### config.mk
export PLATFORM = sky130hd
export DESIGN_NAME = tsic_irq_ctrl
export DESIGN_NICKNAME = d
export VERILOG_FILES = /design/src/tsic_pkg.sv /design/src/tsic_sync_if.sv /design/src/tsic_irq_ctrl.sv /design/src/tsic_pin_sync.sv
export SDC_FILE = /design/constraint.sdc
export NUM_CORES = 1
export LEC_CHECK = 0
export BUFFER_PORTS_ARGS = -buffer_cell sky130_fd_sc_hd__buf_2
export CAP_MARGIN = 30
export CORE_UTILIZATION = 45
export CTS_BUF_LIST = sky130_fd_sc_hd__clkbuf_8
export CTS_CLUSTER_DIAMETER = 200
export DETAILED_ROUTE_END_ITERATION = 6
export GPL_TIMING_DRIVEN = 0
export PLACE_DENSITY = 0.77
export SYNTH_ARGS = -nofsm -noshare
export SYNTH_HDL_FRONTEND = slang
export SYNTH_SLANG_ARGS = --single-unit
### constraint.sdc
create_clock -name core_clk -period 2.3 [get_ports core_clk]
set_clock_uncertainty 0.05 [all_clocks]
set_input_delay 0.46 -clock core_clk [delete_from_list [all_inputs] [get_ports core_clk]]
set_output_delay 0.46 -clock core_clk [all_outputs]
set_load 0.02 [all_outputs]
### src/tsic_pkg.sv
// Purpose: Constants and types for the two-source interrupt controller
// Assumes: 25 MHz core_clk, Avalon-MM register access
// Notes: Register map, vectors and state encoding below
package tsic_pkg;
  localparam logic [7:0] TSIC_CTRL_OFS = 8'h0B;
  localparam logic [7:0] TSIC_STAT_OFS = 8'h0C;
  localparam int TSIC_BIT_GIE = 0;
  localparam int TSIC_BIT_EIE = 1;
  localparam int TSIC_BIT_TIE = 2;
  localparam int TSIC_BIT_EXF = 4;
  localparam int TSIC_BIT_TMF = 5;
  localparam logic [7:0] TSIC_CTRL_MASK = 8'h37;
  localparam logic [7:0] TSIC_CTRL_RST = 8'h00;
  localparam logic [9:0] TSIC_VEC_EXT = 10'h004;
  localparam logic [9:0] TSIC_VEC_TMR = 10'h008;
  localparam int TSIC_STACK_DEPTH = 2;
  localparam logic [1:0] TSIC_SP_RST = 2'h0;

  typedef enum logic [1:0]
  {
    TSIC_IDLE = 2'b00,
    TSIC_HALT = 2'b01,
    TSIC_ACK = 2'b10
  } tsic_state_t;
endpackage : tsic_pkg

### src/tsic_sync_if.sv
// Purpose: Carries the synchronised external request pin between modules
// Assumes: Same clock on both sides
// Notes: Level plus falling-edge pulse
interface tsic_sync_if;
  logic pinLevel;
  logic fallPulse;
  modport src (output pinLevel, output fallPulse);
  modport dst (input pinLevel, input fallPulse);
endinterface : tsic_sync_if

### src/tsic_irq_ctrl.sv
// Purpose: Two-source interrupt controller with return-stack gating
// Assumes: Core gives phase-two, call, return and halt strobes on core_clk
// Notes: Register reached over Avalon-MM, one-cycle waitrequest
module tsic_irq_ctrl
  import tsic_pkg::*;
(
  // Clock and reset
  input wire logic core_clk,
  input wire logic nrst,
  // Avalon-MM slave
  input wire logic [7:0] avs_address,
  input wire logic avs_read,
  input wire logic avs_write,
  input wire logic [31:0] avs_writedata,
  input wire logic [3:0] avs_byteenable,
  output logic [31:0] avs_readdata,
  output logic avs_waitrequest,
  // Sources
  input wire logic extIrq_n,
  input wire logic timerOverflow,
  // Core sequencer
  input wire logic phaseTwoPulse,
  input wire logic subCall,
  input wire logic subroutineExit,
  input wire logic irqExitReenable,
  input wire logic haltEnter,
  input wire logic [9:0] pcValue,
  // Answers to core
  output logic irqAck,
  output logic [9:0] irqVector,
  output logic [9:0] returnAddr,
  output logic wakeUp,
  output logic stackFull
);
  typedef struct packed
  {
    tsic_state_t fsm;
    logic gie;
    logic eie;
    logic tie;
    logic exf;
    logic tmf;
    logic [1:0] stackIndex;
    logic [9:0] stk0;
    logic [9:0] stk1;
    logic ack;
    logic [9:0] vec;
    logic [9:0] retAddr;
    logic wake;
    logic exfAtHalt;
    logic tmfAtHalt;
    logic busy;
    logic [31:0] rdata;
  } tsic_st_t;

  tsic_st_t st_ff;
  tsic_st_t nxt_st;
  tsic_sync_if syncBus();

  logic busSel;
  logic ctrlHit;
  logic statHit;
  logic full;
  logic extReq;
  logic tmrReq;
  logic [7:0] ctrlView;

  // Packs the control register image
  function automatic logic [7:0] ctrl_image(input tsic_st_t s);
    logic [7:0] v;
    v = 8'h00;
    v[TSIC_BIT_GIE] = s.gie;
    v[TSIC_BIT_EIE] = s.eie;
    v[TSIC_BIT_TIE] = s.tie;
    v[TSIC_BIT_EXF] = s.exf;
    v[TSIC_BIT_TMF] = s.tmf;
    return v & TSIC_CTRL_MASK;
  endfunction : ctrl_image

  tsic_pin_sync u_sync
  (
    .core_clk(core_clk),
    .nrst(nrst),
    .extIrq_n(extIrq_n),
    .sync(syncBus)
  );

  // ---------------------------------------------------------------
  // Request decode
  // ---------------------------------------------------------------
  assign full = (st_ff.stackIndex == 2'(TSIC_STACK_DEPTH));
  assign extReq = st_ff.gie & st_ff.eie & st_ff.exf & ~full;
  assign tmrReq = st_ff.gie & st_ff.tie & st_ff.tmf & ~full;
  assign ctrlView = ctrl_image(st_ff);
  assign busSel = avs_read | avs_write;
  assign ctrlHit = (avs_address == TSIC_CTRL_OFS);
  assign statHit = (avs_address == TSIC_STAT_OFS);

  // ---------------------------------------------------------------
  // Next state
  // ---------------------------------------------------------------
  always_comb
  begin
    nxt_st = st_ff;
    nxt_st.ack = 1'b0;
    nxt_st.wake = 1'b0;
    // One wait cycle per access, then the answer edge
    nxt_st.busy = busSel & ~st_ff.busy;
    if (busSel && !st_ff.busy)
    begin
      nxt_st.rdata = 32'h0000_0000;
      if (avs_read && ctrlHit)
      begin
        nxt_st.rdata = {24'h00_0000, ctrlView};
      end
      else if (avs_read && statHit)
      begin
        nxt_st.rdata = {28'h000_0000, 1'b0, full, st_ff.stackIndex};
      end
    end
    // Software write first, so hardware events below win
    if (avs_write && st_ff.busy && ctrlHit && avs_byteenable[0])
    begin
      nxt_st.gie = avs_writedata[TSIC_BIT_GIE];
      nxt_st.eie = avs_writedata[TSIC_BIT_EIE];
      nxt_st.tie = avs_writedata[TSIC_BIT_TIE];
      nxt_st.exf = avs_writedata[TSIC_BIT_EXF];
      nxt_st.tmf = avs_writedata[TSIC_BIT_TMF];
    end
    // Stack movement by core calls and returns
    if (subCall)
    begin
      nxt_st.stk1 = st_ff.stk0;
      nxt_st.stk0 = pcValue;
      if (!full)
      begin
        nxt_st.stackIndex = st_ff.stackIndex + 2'h1;
      end
    end
    else if ((subroutineExit || irqExitReenable) && st_ff.stackIndex != 2'h0)
    begin
      nxt_st.retAddr = st_ff.stk0;
      nxt_st.stk0 = st_ff.stk1;
      nxt_st.stackIndex = st_ff.stackIndex - 2'h1;
    end
    if (irqExitReenable)
    begin
      nxt_st.gie = 1'b1;
    end
    case (st_ff.fsm)
      TSIC_IDLE:
      begin
        if (haltEnter)
        begin
          nxt_st.fsm = TSIC_HALT;
          nxt_st.exfAtHalt = st_ff.exf;
          nxt_st.tmfAtHalt = st_ff.tmf;
        end
        // Let a pop settle first; taking both at once would lose it
        else if (phaseTwoPulse && !subCall && !subroutineExit && !irqExitReenable
          && (extReq || tmrReq))
        begin
          nxt_st.fsm = TSIC_ACK;
          nxt_st.ack = 1'b1;
          nxt_st.gie = 1'b0;
          nxt_st.stk1 = st_ff.stk0;
          nxt_st.stk0 = pcValue;
          nxt_st.stackIndex = st_ff.stackIndex + 2'h1;
          if (extReq)
          begin
            nxt_st.vec = TSIC_VEC_EXT;
            nxt_st.exf = 1'b0;
          end
          else
          begin
            nxt_st.vec = TSIC_VEC_TMR;
            nxt_st.tmf = 1'b0;
          end
        end
      end
      TSIC_HALT:
      begin
        if ((st_ff.exf && !st_ff.exfAtHalt) || (st_ff.tmf && !st_ff.tmfAtHalt))
        begin
          nxt_st.fsm = TSIC_IDLE;
          nxt_st.wake = 1'b1;
        end
      end
      TSIC_ACK:
      begin
        nxt_st.fsm = TSIC_IDLE;
      end
      default:
      begin
        nxt_st.fsm = TSIC_IDLE;
      end
    endcase
    // Events last: a set beats a same-cycle clear
    if (syncBus.fallPulse)
    begin
      nxt_st.exf = 1'b1;
    end
    if (timerOverflow)
    begin
      nxt_st.tmf = 1'b1;
    end
  end

  always_ff @(posedge core_clk or negedge nrst)
  begin
    if (!nrst)
    begin
      st_ff <= '0;
    end
    else
    begin
      st_ff <= nxt_st;
    end
  end

  // ---------------------------------------------------------------
  // Outputs
  // ---------------------------------------------------------------
  assign avs_waitrequest = busSel & ~st_ff.busy;
  assign avs_readdata = st_ff.rdata;
  assign irqAck = st_ff.ack;
  assign irqVector = st_ff.vec;
  assign returnAddr = st_ff.retAddr;
  assign wakeUp = st_ff.wake;
  assign stackFull = full;

  // ---------------------------------------------------------------
  // Checks
  // ---------------------------------------------------------------
  property p_fall_sets_ext;
    @(posedge core_clk) disable iff (!nrst)
    syncBus.fallPulse |=> st_ff.exf;
  endproperty
  a_fall_sets_ext: assert property (p_fall_sets_ext) else $error("edge lost");

  property p_ovf_sets_tmr;
    @(posedge core_clk) disable iff (!nrst)
    timerOverflow |=> st_ff.tmf;
  endproperty
  a_ovf_sets_tmr: assert property (p_ovf_sets_tmr) else $error("overflow lost");

  property p_ext_vector;
    @(posedge core_clk) disable iff (!nrst)
    (st_ff.fsm == TSIC_IDLE && !haltEnter && !subCall && phaseTwoPulse && extReq
      && !subroutineExit && !irqExitReenable)
      |=> irqAck && irqVector == 10'h004 && !st_ff.gie;
  endproperty
  a_ext_vector: assert property (p_ext_vector) else $error("ext vector bad");

  property p_tmr_vector;
    @(posedge core_clk) disable iff (!nrst)
    (irqAck && irqVector == 10'h008) |-> $past(st_ff.tmf) && !$past(extReq);
  endproperty
  a_tmr_vector: assert property (p_tmr_vector) else $error("timer vector bad");

  property p_no_ack_full;
    @(posedge core_clk) disable iff (!nrst)
    irqAck |-> $past(st_ff.stackIndex) < 2'h2;
  endproperty
  a_no_ack_full: assert property (p_no_ack_full) else $error("ack on full");

  property p_push_pc;
    @(posedge core_clk) disable iff (!nrst)
    irqAck |-> st_ff.stk0 == $past(pcValue) && st_ff.stackIndex == $past(st_ff.stackIndex) + 2'h1;
  endproperty
  a_push_pc: assert property (p_push_pc) else $error("push wrong");

  property p_irq_exit_reenable_gie;
    @(posedge core_clk) disable iff (!nrst)
    irqExitReenable |=> st_ff.gie;
  endproperty
  a_irq_exit_reenable_gie: assert property (p_irq_exit_reenable_gie) else $error("irq_exit_reenable no enable");

  property p_unused_zero;
    @(posedge core_clk) disable iff (!nrst)
    (ctrlView & 8'hC8) == 8'h00;
  endproperty
  a_unused_zero: assert property (p_unused_zero) else $error("unused bit set");

  property p_no_wake_stale;
    @(posedge core_clk) disable iff (!nrst)
    wakeUp |-> ($past(st_ff.exf) && !$past(st_ff.exfAtHalt))
      || ($past(st_ff.tmf) && !$past(st_ff.tmfAtHalt));
  endproperty
  a_no_wake_stale: assert property (p_no_wake_stale) else $error("stale wake");

  property p_halt_wake;
    @(posedge core_clk) disable iff (!nrst)
    st_ff.fsm == TSIC_HALT
      && ((st_ff.exf && !st_ff.exfAtHalt) || (st_ff.tmf && !st_ff.tmfAtHalt))
      |=> wakeUp && st_ff.fsm == TSIC_IDLE;
  endproperty
  a_halt_wake: assert property (p_halt_wake) else $error("no wake");

  property p_ret_keeps_gie;
    @(posedge core_clk) disable iff (!nrst)
    subroutineExit && !irqExitReenable && !(avs_write && st_ff.busy && ctrlHit)
      |=> st_ff.gie == $past(st_ff.gie);
  endproperty
  a_ret_keeps_gie: assert property (p_ret_keeps_gie) else $error("return moved enable");

  property p_ext_flag_holds;
    @(posedge core_clk) disable iff (!nrst)
    st_ff.exf && !(avs_write && st_ff.busy && ctrlHit)
      |=> st_ff.exf || (irqAck && irqVector == 10'h004);
  endproperty
  a_ext_flag_holds: assert property (p_ext_flag_holds) else $error("flag dropped");

  property p_call_full;
    @(posedge core_clk) disable iff (!nrst)
    subCall && stackFull |=> stackFull && st_ff.stk0 == $past(pcValue);
  endproperty
  a_call_full: assert property (p_call_full) else $error("overflow call wrong");
endmodule : tsic_irq_ctrl

### src/tsic_pin_sync.sv
// Purpose: Two-stage synchroniser and falling-edge detector for the request pin
// Assumes: Pin is asynchronous to core_clk
// Notes: Edge is taken from stage two and a third flop only
module tsic_pin_sync
  import tsic_pkg::*;
(
  // Clock and reset
  input wire logic core_clk,
  input wire logic nrst,
  // Pin
  input wire logic extIrq_n,
  // To core
  tsic_sync_if.src sync
);
  typedef struct packed
  {
    logic s1;
    logic s2;
    logic s3;
  } tsic_sync_st_t;

  tsic_sync_st_t st_ff;
  tsic_sync_st_t nxt_st;

  always_comb
  begin
    nxt_st = st_ff;
    nxt_st.s1 = extIrq_n;
    nxt_st.s2 = st_ff.s1;
    nxt_st.s3 = st_ff.s2;
  end

  always_ff @(posedge core_clk or negedge nrst)
  begin
    if (!nrst)
    begin
      // Idle high so release does not fake an edge
      st_ff <= 3'b111;
    end
    else
    begin
      st_ff <= nxt_st;
    end
  end

  assign sync.pinLevel = st_ff.s2;
  assign sync.fallPulse = st_ff.s3 & ~st_ff.s2;
endmodule : tsic_pin_sync

==> results of run 1 <==
==> power by group through the flow <==
stage                     sequential (uW)  combinational [uW]  clock, uW
after floorplan                      1310                 821          0
after global placement               1330                1030          0
after detailed placement             1340                1070          0
after CTS                            1320                1070        776
after global routing                 1350                1160        828
final                                1320                1070        760
==> layout make-up <==
class	count	area [um^2]	area share
plain buffers	57	412.9	0.1230
clock buffers	6	82.58	0.02461
clock inverters	2	60.06	0.01790
inverters	8	30.03	0.008949
multi-input cells	153	1030	0.3069
flip-flops and latches	54	1355	0.4038
well taps	72	90.09	0.02685
repair buffers	56	295.3	0.08799
==> logic make-up after synthesis <==
family / Yosys count / share of synthesized area
buffers and inverters: 65 / 0.1649
DFF: 54 / 0.5044
and+or+nand+nor: 50 / 0.1034
muxes: 35 / 0.1407
AOI/OAI and AO/OA: 31 / 0.07593
adders and majority gates: 2 / 0.009314
other: 1 / 0.001396
==> state kept, by name (all words and copies together) (netlist names) <==
| register | cells |
|---|---|
| u_sync.sync.pinLevel | 1 |
| st_ff | 27 |
| ctrlView | 5 |
| u_sync.nxt_st | 1 |
| irqVector | 2 |
| wakeUp | 1 |
| u_sync.st_ff | 1 |
| returnAddr | 10 |
| irqAck | 1 |
| avs_readdata | 5 |
==> synth_stat cells (all sizes together) (2+ instances only) <==
master | number | area, um^2
o22ai | 3 | 18.77
nand3 | 4 | 20.02
o21ai | 2 | 10.01
ha | 2 | 25.02
nor3b | 2 | 15.01
dfrtp | 51 | 1276
a32oi | 3 | 26.28
clkbuf | 2 | 7.510
nand2 | 12 | 45.04
mux2 | 22 | 247.7
and2 | 3 | 18.77
dfstp | 3 | 78.83
buf | 55 | 405.4
nor4b | 2 | 17.52
a211oi | 2 | 15.01
nor2 | 17 | 66.32
a21oi | 12 | 60.06
a22o | 3 | 26.28
inv | 8 | 30.03
o21bai | 3 | 22.52
mux2i | 13 | 130.1
==> how the worst max path moves through the flow <==
stage	from	to	slack, ns	cells after the start
2_1_floorplan	st_ff[77]$_DFF_PN0_	st_ff[60]$_DFF_PN0_	0.31	6
3_3_place_gp	haltEnter	st_ff[76]$_DFF_PN0_	0.06	6
3_5_place_dp	haltEnter	st_ff[68]$_DFF_PN0_	-0.04	6
4_1_cts	st_ff[77]$_DFF_PN0_	st_ff[68]$_DFF_PN0_	0.06	7
5_1_grt	st_ff[77]$_DFF_PN0_	returnAddr[1]$_DFFE_PN0P_	0.05	5
6_report	st_ff[77]$_DFF_PN0_	returnAddr[1]$_DFFE_PN0P_	0.14	5
==> routing by layer <==
layer | part of all wire | wire length (um) | track usage
met5 | 0 | 0 | 0
met3 | 0.047 | 227 | 0.02989
met1 | 0.43 | 2079 | 0.1990
met2 | 0.50 | 2424 | 0.2836
met4 | 0.025 | 121 | 0.08000
==> per-stage QoR <==
step | setup slack, ns | instance area, um^2
after global placement | 0.06176 | 3179
final | 0.1399 | 3356
after CTS | 0.06347 | 3342
after global routing | 0.04600 | 3356
after floorplan | 0.3092 | 2814
after detailed placement | -0.03963 | 3199
==> cell usage in the layout (no fill, tap or decap), types with 2 or more instances in the layout <==
master      n
a21oi_1    12
clkbuf_1    2
a22o_1      3
and2_1      3
bufinv_16   2
nand2_1    12
nand3_1     4
o21ai_0     2
a211oi_1    2
dfstp_2     3
buf_2      58
ha_1        2
nor2_1     16
inv_1       8
o21bai_1    3
dfrtp_1    51
a32oi_1     3
clkbuf_8    6
buf_4      52
o22ai_1     3
conb_1     35
mux2i_1    13
nor3b_1     2
mux2_2     22
==> critical path: cells and delay by family (launching register included) <==
family | cells | cell delay (ns)
buffers and inverters | 1 | 0.10
AND/OR/NAND/NOR | 1 | 0.54
adder cells (fa/ha/maj) | 1 | 0.22
flip-flops | 1 | 0.41
AO/OA/AOI/OAI | 1 | 0.32
multiplexers | 1 | 0.40
==> key figures, run 1 <==
Status
  • Status: finished, final reports clean

Routing
  • 1st-iter DRT viols: 93
  • Drt drc: 0
  • Antenna viol nets, final: 0
  • Via density: about 4.6
  • Vias post-DR: roughly 1.9k
  • DRT Wirelength: 4.853 mm
  • Drt wl/cell: approximately 12 um
  • Detailed Routing Iterations Pass 1: 4

Global route
  • Vias in the first global route: 1771
  • First-pass GRT wire length: 7.914 mm
  • Largest net degree at the start of global routing: 30
  • GRT overflow: 0
  • Global-route usage over all layers: 0.1651
  • Initial antenna violation count: 0

Pwr
  • Switch share: 0.3101
  • P_int: 2173 uW
  • Flop pwr share: 0.419
  • Clock power share: 0.241
  • Total power: 3149 uW
  • Leak: ~0.0017 uW
  • Sw power: 976.5 uW
  • PD cells: about 940 nW/um^2
  • Comb pwr share: 0.339
  • Max VDD drop: 0.4520 mV

Logic synthesis
  • Sequential share of the synthesized area: 0.5044
  • Post-synth cell types: 37
  • YS warnings: 0
  • Cell Area, Synth: around 2700 um^2
  • Avg Inst Size Synth: between 10 and 15 um^2
  • Register bit total from synthesis: 54
  • Ys async rst share: 1.000
  • Mapped Cells: 238
  • Post-synth EDFFs: 0
  • Ys flop type: dfrtp_1

Cells and area
  • Fin cells: roughly 410
  • ANT cells: 0
  • Area grow syn2layout: 24.92%
  • FILL cells: 504
  • Layout cell share with drive strength beyond 1: 0.4464
  • Final Util: 0.5948
  • Final net count: 402

Run
  • Max Cap Violations: 0

CTS
  • Sink Count: 54
  • Clock slew at reported path FFs: 0.09 ns
  • TritonCTS buffer count: 5
  • Post-CTS sizing: 0
  • Clk_lat worst skew: 0.31 ns
  • Post-CTS setup repair buffer count: 0
  • Root buffer cell: clkbuf_8
  • Clock Tree Buf Depth: 2
  • Number of H-tree levels: 2
  • TritonCTS clock tree: yes
  • Cts-stage hold buffer count: 0

Worst setup path
  • R2R Path End: returnAddr[1]$_DFFE_PN0P_
  • Critical path's slowest cell: nor2_2
  • Setup CP Type: reg2reg
  • CP required: 2.44 ns
  • Crit-path cells: inv_1, ha_1, o21bai_1, nor2_2, mux2_2
  • Type of origin of the critical path: flip-flop
  • Reg-to-Reg Start: st_ff[77]$_DFF_PN0_
  • Internal reg-to-reg setup slack: 0.14 ns
  • CP endpoint kind: flip-flop
  • R2r worst-path depth: 5
  • Arrival time worst endpoint: approximately 2.3 ns
  • CP max stage delay: between 0.5 and 0.6 ns
  • Max Fanout on Critical Path: 10

Timing
  • Final setup vio count: 0
  • Unrepaired setup endpoints after global routing: false
  • Setup TNS: 0 ns
  • WHS: 0.09558 ns
  • Final Max Tran Viols: 0
  • Measured slew at the worst slew-check pin: between 0.6 and 0.7 ns
  • Crit path time final: 2.160 ns
  • Fin. Hold Viols: 0
  • Fmax: 463.0 MHz
  • Slew HR: 0.5474
  • Tcrit/Tclk final: 0.9392

Floorplanning
  • Die X: 79.27 um
  • Rows: 27
  • Boundary Pins: 121
  • Die ar.: between 6000 and 7000 um^2
  • Effective utilization at floorplan: 0.4762
  • Die height: approximately 79 um
  • Core area: between 5000 and 6000 um^2

Hold path
  • Hold crit path type: in2async

Placed design
  • Placed cells: 400
  • DP HPWL: ~3.7 mm
  • Gpl congestion: between 0.7 and 0.8
  • I/O Buffers: 55
(Power assumes the default switching activity.)
==> inputs of run 2 (changes only) <==
==> constraint.sdc (replaced) <==
create_clock -name core_clk -period 2.15 [get_ports core_clk]
set_clock_uncertainty 0.05 [all_clocks]
set_input_delay 0.43 -clock core_clk [delete_from_list [all_inputs] [get_ports core_clk]]
set_output_delay 0.43 -clock core_clk [all_outputs]
set_load 0.02 [all_outputs]
==> run 2 against run 1 <==
  * Core utilization up 0.18 points
  * Non-clock buffer count unchanged
  * Count of clock-buffer cells in the layout unchanged
  * Via count up 0.21%
  * Combinational power up 7%
  * Total power up 7.2%
  * Global-route usage up 0.12 points
  * First-iteration DRC count down 8.6%
  * Critical path depth up 2
  * Die area unchanged
  * Final area up 0.30%
  * Critical endpoint is now st_ff[68]$_DFF_PN0_
  * Highest routed layer unchanged
==> key figures, run 2 (synthesis gave the netlist of run 1 again) <==
Status
  • Status: finished, final reports clean

Placed design
  • Gpl congestion: 0.7976
  • DP HPWL: 3.690 mm
  • I/O Buffers: 55
  • Placed cells: 400

Worst setup path
  • Reg-to-Reg Start: st_ff[77]$_DFF_PN0_
  • Arrival time worst endpoint: between 2 and 2.5 ns
  • Setup CP Type: reg2reg
  • Type of origin of the critical path: flip-flop
  • Internal reg-to-reg setup slack: 0.15 ns
  • CP endpoint kind: flip-flop
  • Max Fanout on Critical Path: 10
  • CP required: around 2.3 ns
  • Critical path's top delay family: buffers and inverters
  • R2R Path End: st_ff[68]$_DFF_PN0_
  • Crit-path cells: inv_1, ha_1, nor2b_2, a41oi_2, clkbuf_4, buf_2, a21oi_1
  • R2r worst-path depth: 7
  • Critical path's slowest cell: dfrtp_1
  • Worst path buffer plus inverter count: 3
  • CP max stage delay: 0.42 ns

Global route
  • Grt met3 use: 0.03333
  • Busiest grt layer: met2
  • Largest net degree at the start of global routing: 30
  • Vias in the first global route: roughly 1.8k
  • Met2 Usage GRT: 0.2828
  • GRT overflow: 0
  • Met1 Use GR: 0.1990
  • Global-route usage over all layers: 0.1664
  • Initial antenna violation count: 0
  • First-pass GRT wire length: 7.969 mm

Floorplanning
  • Die height: 79.27 um
  • Die ar.: roughly 6300 um^2
  • Die X: 79.27 um
  • Boundary Pins: about 120
  • Effective utilization at floorplan: 0.4762
  • Rows: 27
  • Core area: 5642 um^2

Routing
  • Detailed Routing Iterations Pass 1: 4
  • Drt wl/cell: 11.91 um
  • 1st-iter DRT viols: 85
  • Antenna viol nets, final: 0
  • Drt drc: 0
  • Vias post-DR: 1881
  • Via density: 4.610
  • DRT Wirelength: between 4 and 5 mm

Cells and area
  • Commonest non-fill, non-tap cells in the layout: buf_2 (57), buf_4 (52), dfrtp_1 (51), conb_1 (35), mux2_2 (22)
  • Most common cell after layout, fill and taps aside: buf_2
  • Area grow syn2layout: 25.29%
  • Largest register FFs: 27
  • Most flop-heavy register: st_ff
  • Final net count: 402
  • Layout cell share with drive strength beyond 1: 0.4494
  • ANT cells: 0
  • Fin cells: 408
  • Final Util: 0.5966

Timing
  • WHS: roughly 0.064 ns
  • Final Max Tran Viols: 0
  • Crit path time final: 2.000 ns
  • Tcrit/Tclk final: 0.9304
  • Fin. Hold Viols: 0
  • Setup TNS: 0 ns
  • Final setup vio count: 0
  • Unrepaired setup endpoints after global routing: false
  • Slew HR: 0.4946
  • Measured slew at the worst slew-check pin: approximately 0.76 ns
  • Fmax: ~500 MHz

CTS
  • Sink Count: 54
  • Clock Tree Buf Depth: 2
  • Clk_lat worst skew: 0.30 ns
  • Clock slew at reported path FFs: roughly 0.090 ns
  • TritonCTS clock tree: yes
  • Number of H-tree levels: 2
  • TritonCTS buffer count: 5
  • Root buffer cell: clkbuf_8
  • Post-CTS setup repair buffer count: 0

Pwr
  • Total power: 3375 uW
  • Leak: 0.001724 uW
  • Max VDD drop: approximately 0.48 mV
  • PD cells: around 1000 nW/um^2

Hold path
  • Hold crit path type: in2async

Run
  • Max Cap Violations: 0
[run 2: cell types whose count changed in the layout (fill, tap and decap cells not counted)]
cell,delta
buf_2,-1
clkbuf_4,+1
nor2_2,-1
nor2b_2,+1
nor2b_1,-1
nor2_4,+1
[run 2: timing repair]
| action | in CTS | in global routing |
|---|---|---|
| pin swaps | 0 | 1 |
| gates resized for setup | 3 | 2 |
| cloned | 0 | 0 |
| setup endpoints to repair | 27 | 7 |
| hold buffers | 0 | 0 |
[run 2: worst max path at each step]
stage                   startpoint                  end  slack (ns)  cells after the start
6_report       st_ff[77]$_DFF_PN0_  st_ff[68]$_DFF_PN0_        0.15                      7
5_1_grt        st_ff[77]$_DFF_PN0_  st_ff[68]$_DFF_PN0_        0.01                      7
3_5_place_dp             haltEnter  st_ff[68]$_DFF_PN0_       -0.16                      6
3_3_place_gp             haltEnter  st_ff[76]$_DFF_PN0_       -0.06                      6
2_1_floorplan  st_ff[77]$_DFF_PN0_  st_ff[60]$_DFF_PN0_        0.16                      6
4_1_cts        st_ff[77]$_DFF_PN0_  st_ff[68]$_DFF_PN0_        0.11                      7
[run 2: metrics by stage]
step | setup slack [ns] | cell area, um^2
after floorplan | 0.1592 | 2814
after global routing | 0.01036 | 3366
after global placement | -0.05824 | 3179
final | 0.1496 | 3366
after CTS | 0.1140 | 3361
after detailed placement | -0.1596 | 3199
[run 2: layout make-up]
class / count / area [um^2]
clock buffers: 6 / 82.58
clock inverters: 2 / 60.06
multi-input cells: 153 / 1037
inverters: 8 / 30.03
well taps: 72 / 90.09
plain buffers: 57 / 415.4
flip-flops and latches: 54 / 1355
repair buffers: 56 / 295.3
fillers: 502 / 2276
[run 2: per-layer routing]
metal | wire (um) | vias to the layer above
met5 | 0 | -
met4 | 140 | 0
met3 | 228 | 11
met2 | 2424 | 60
met1 | 2067 | 885
li1 | - | 925
[run 2: where the power goes]
part	switching (uW)	leakage, uW	internal, uW
clock network	314	0.0000714	496
logic	587	0.00103	564
registers	145	0.000625	1270
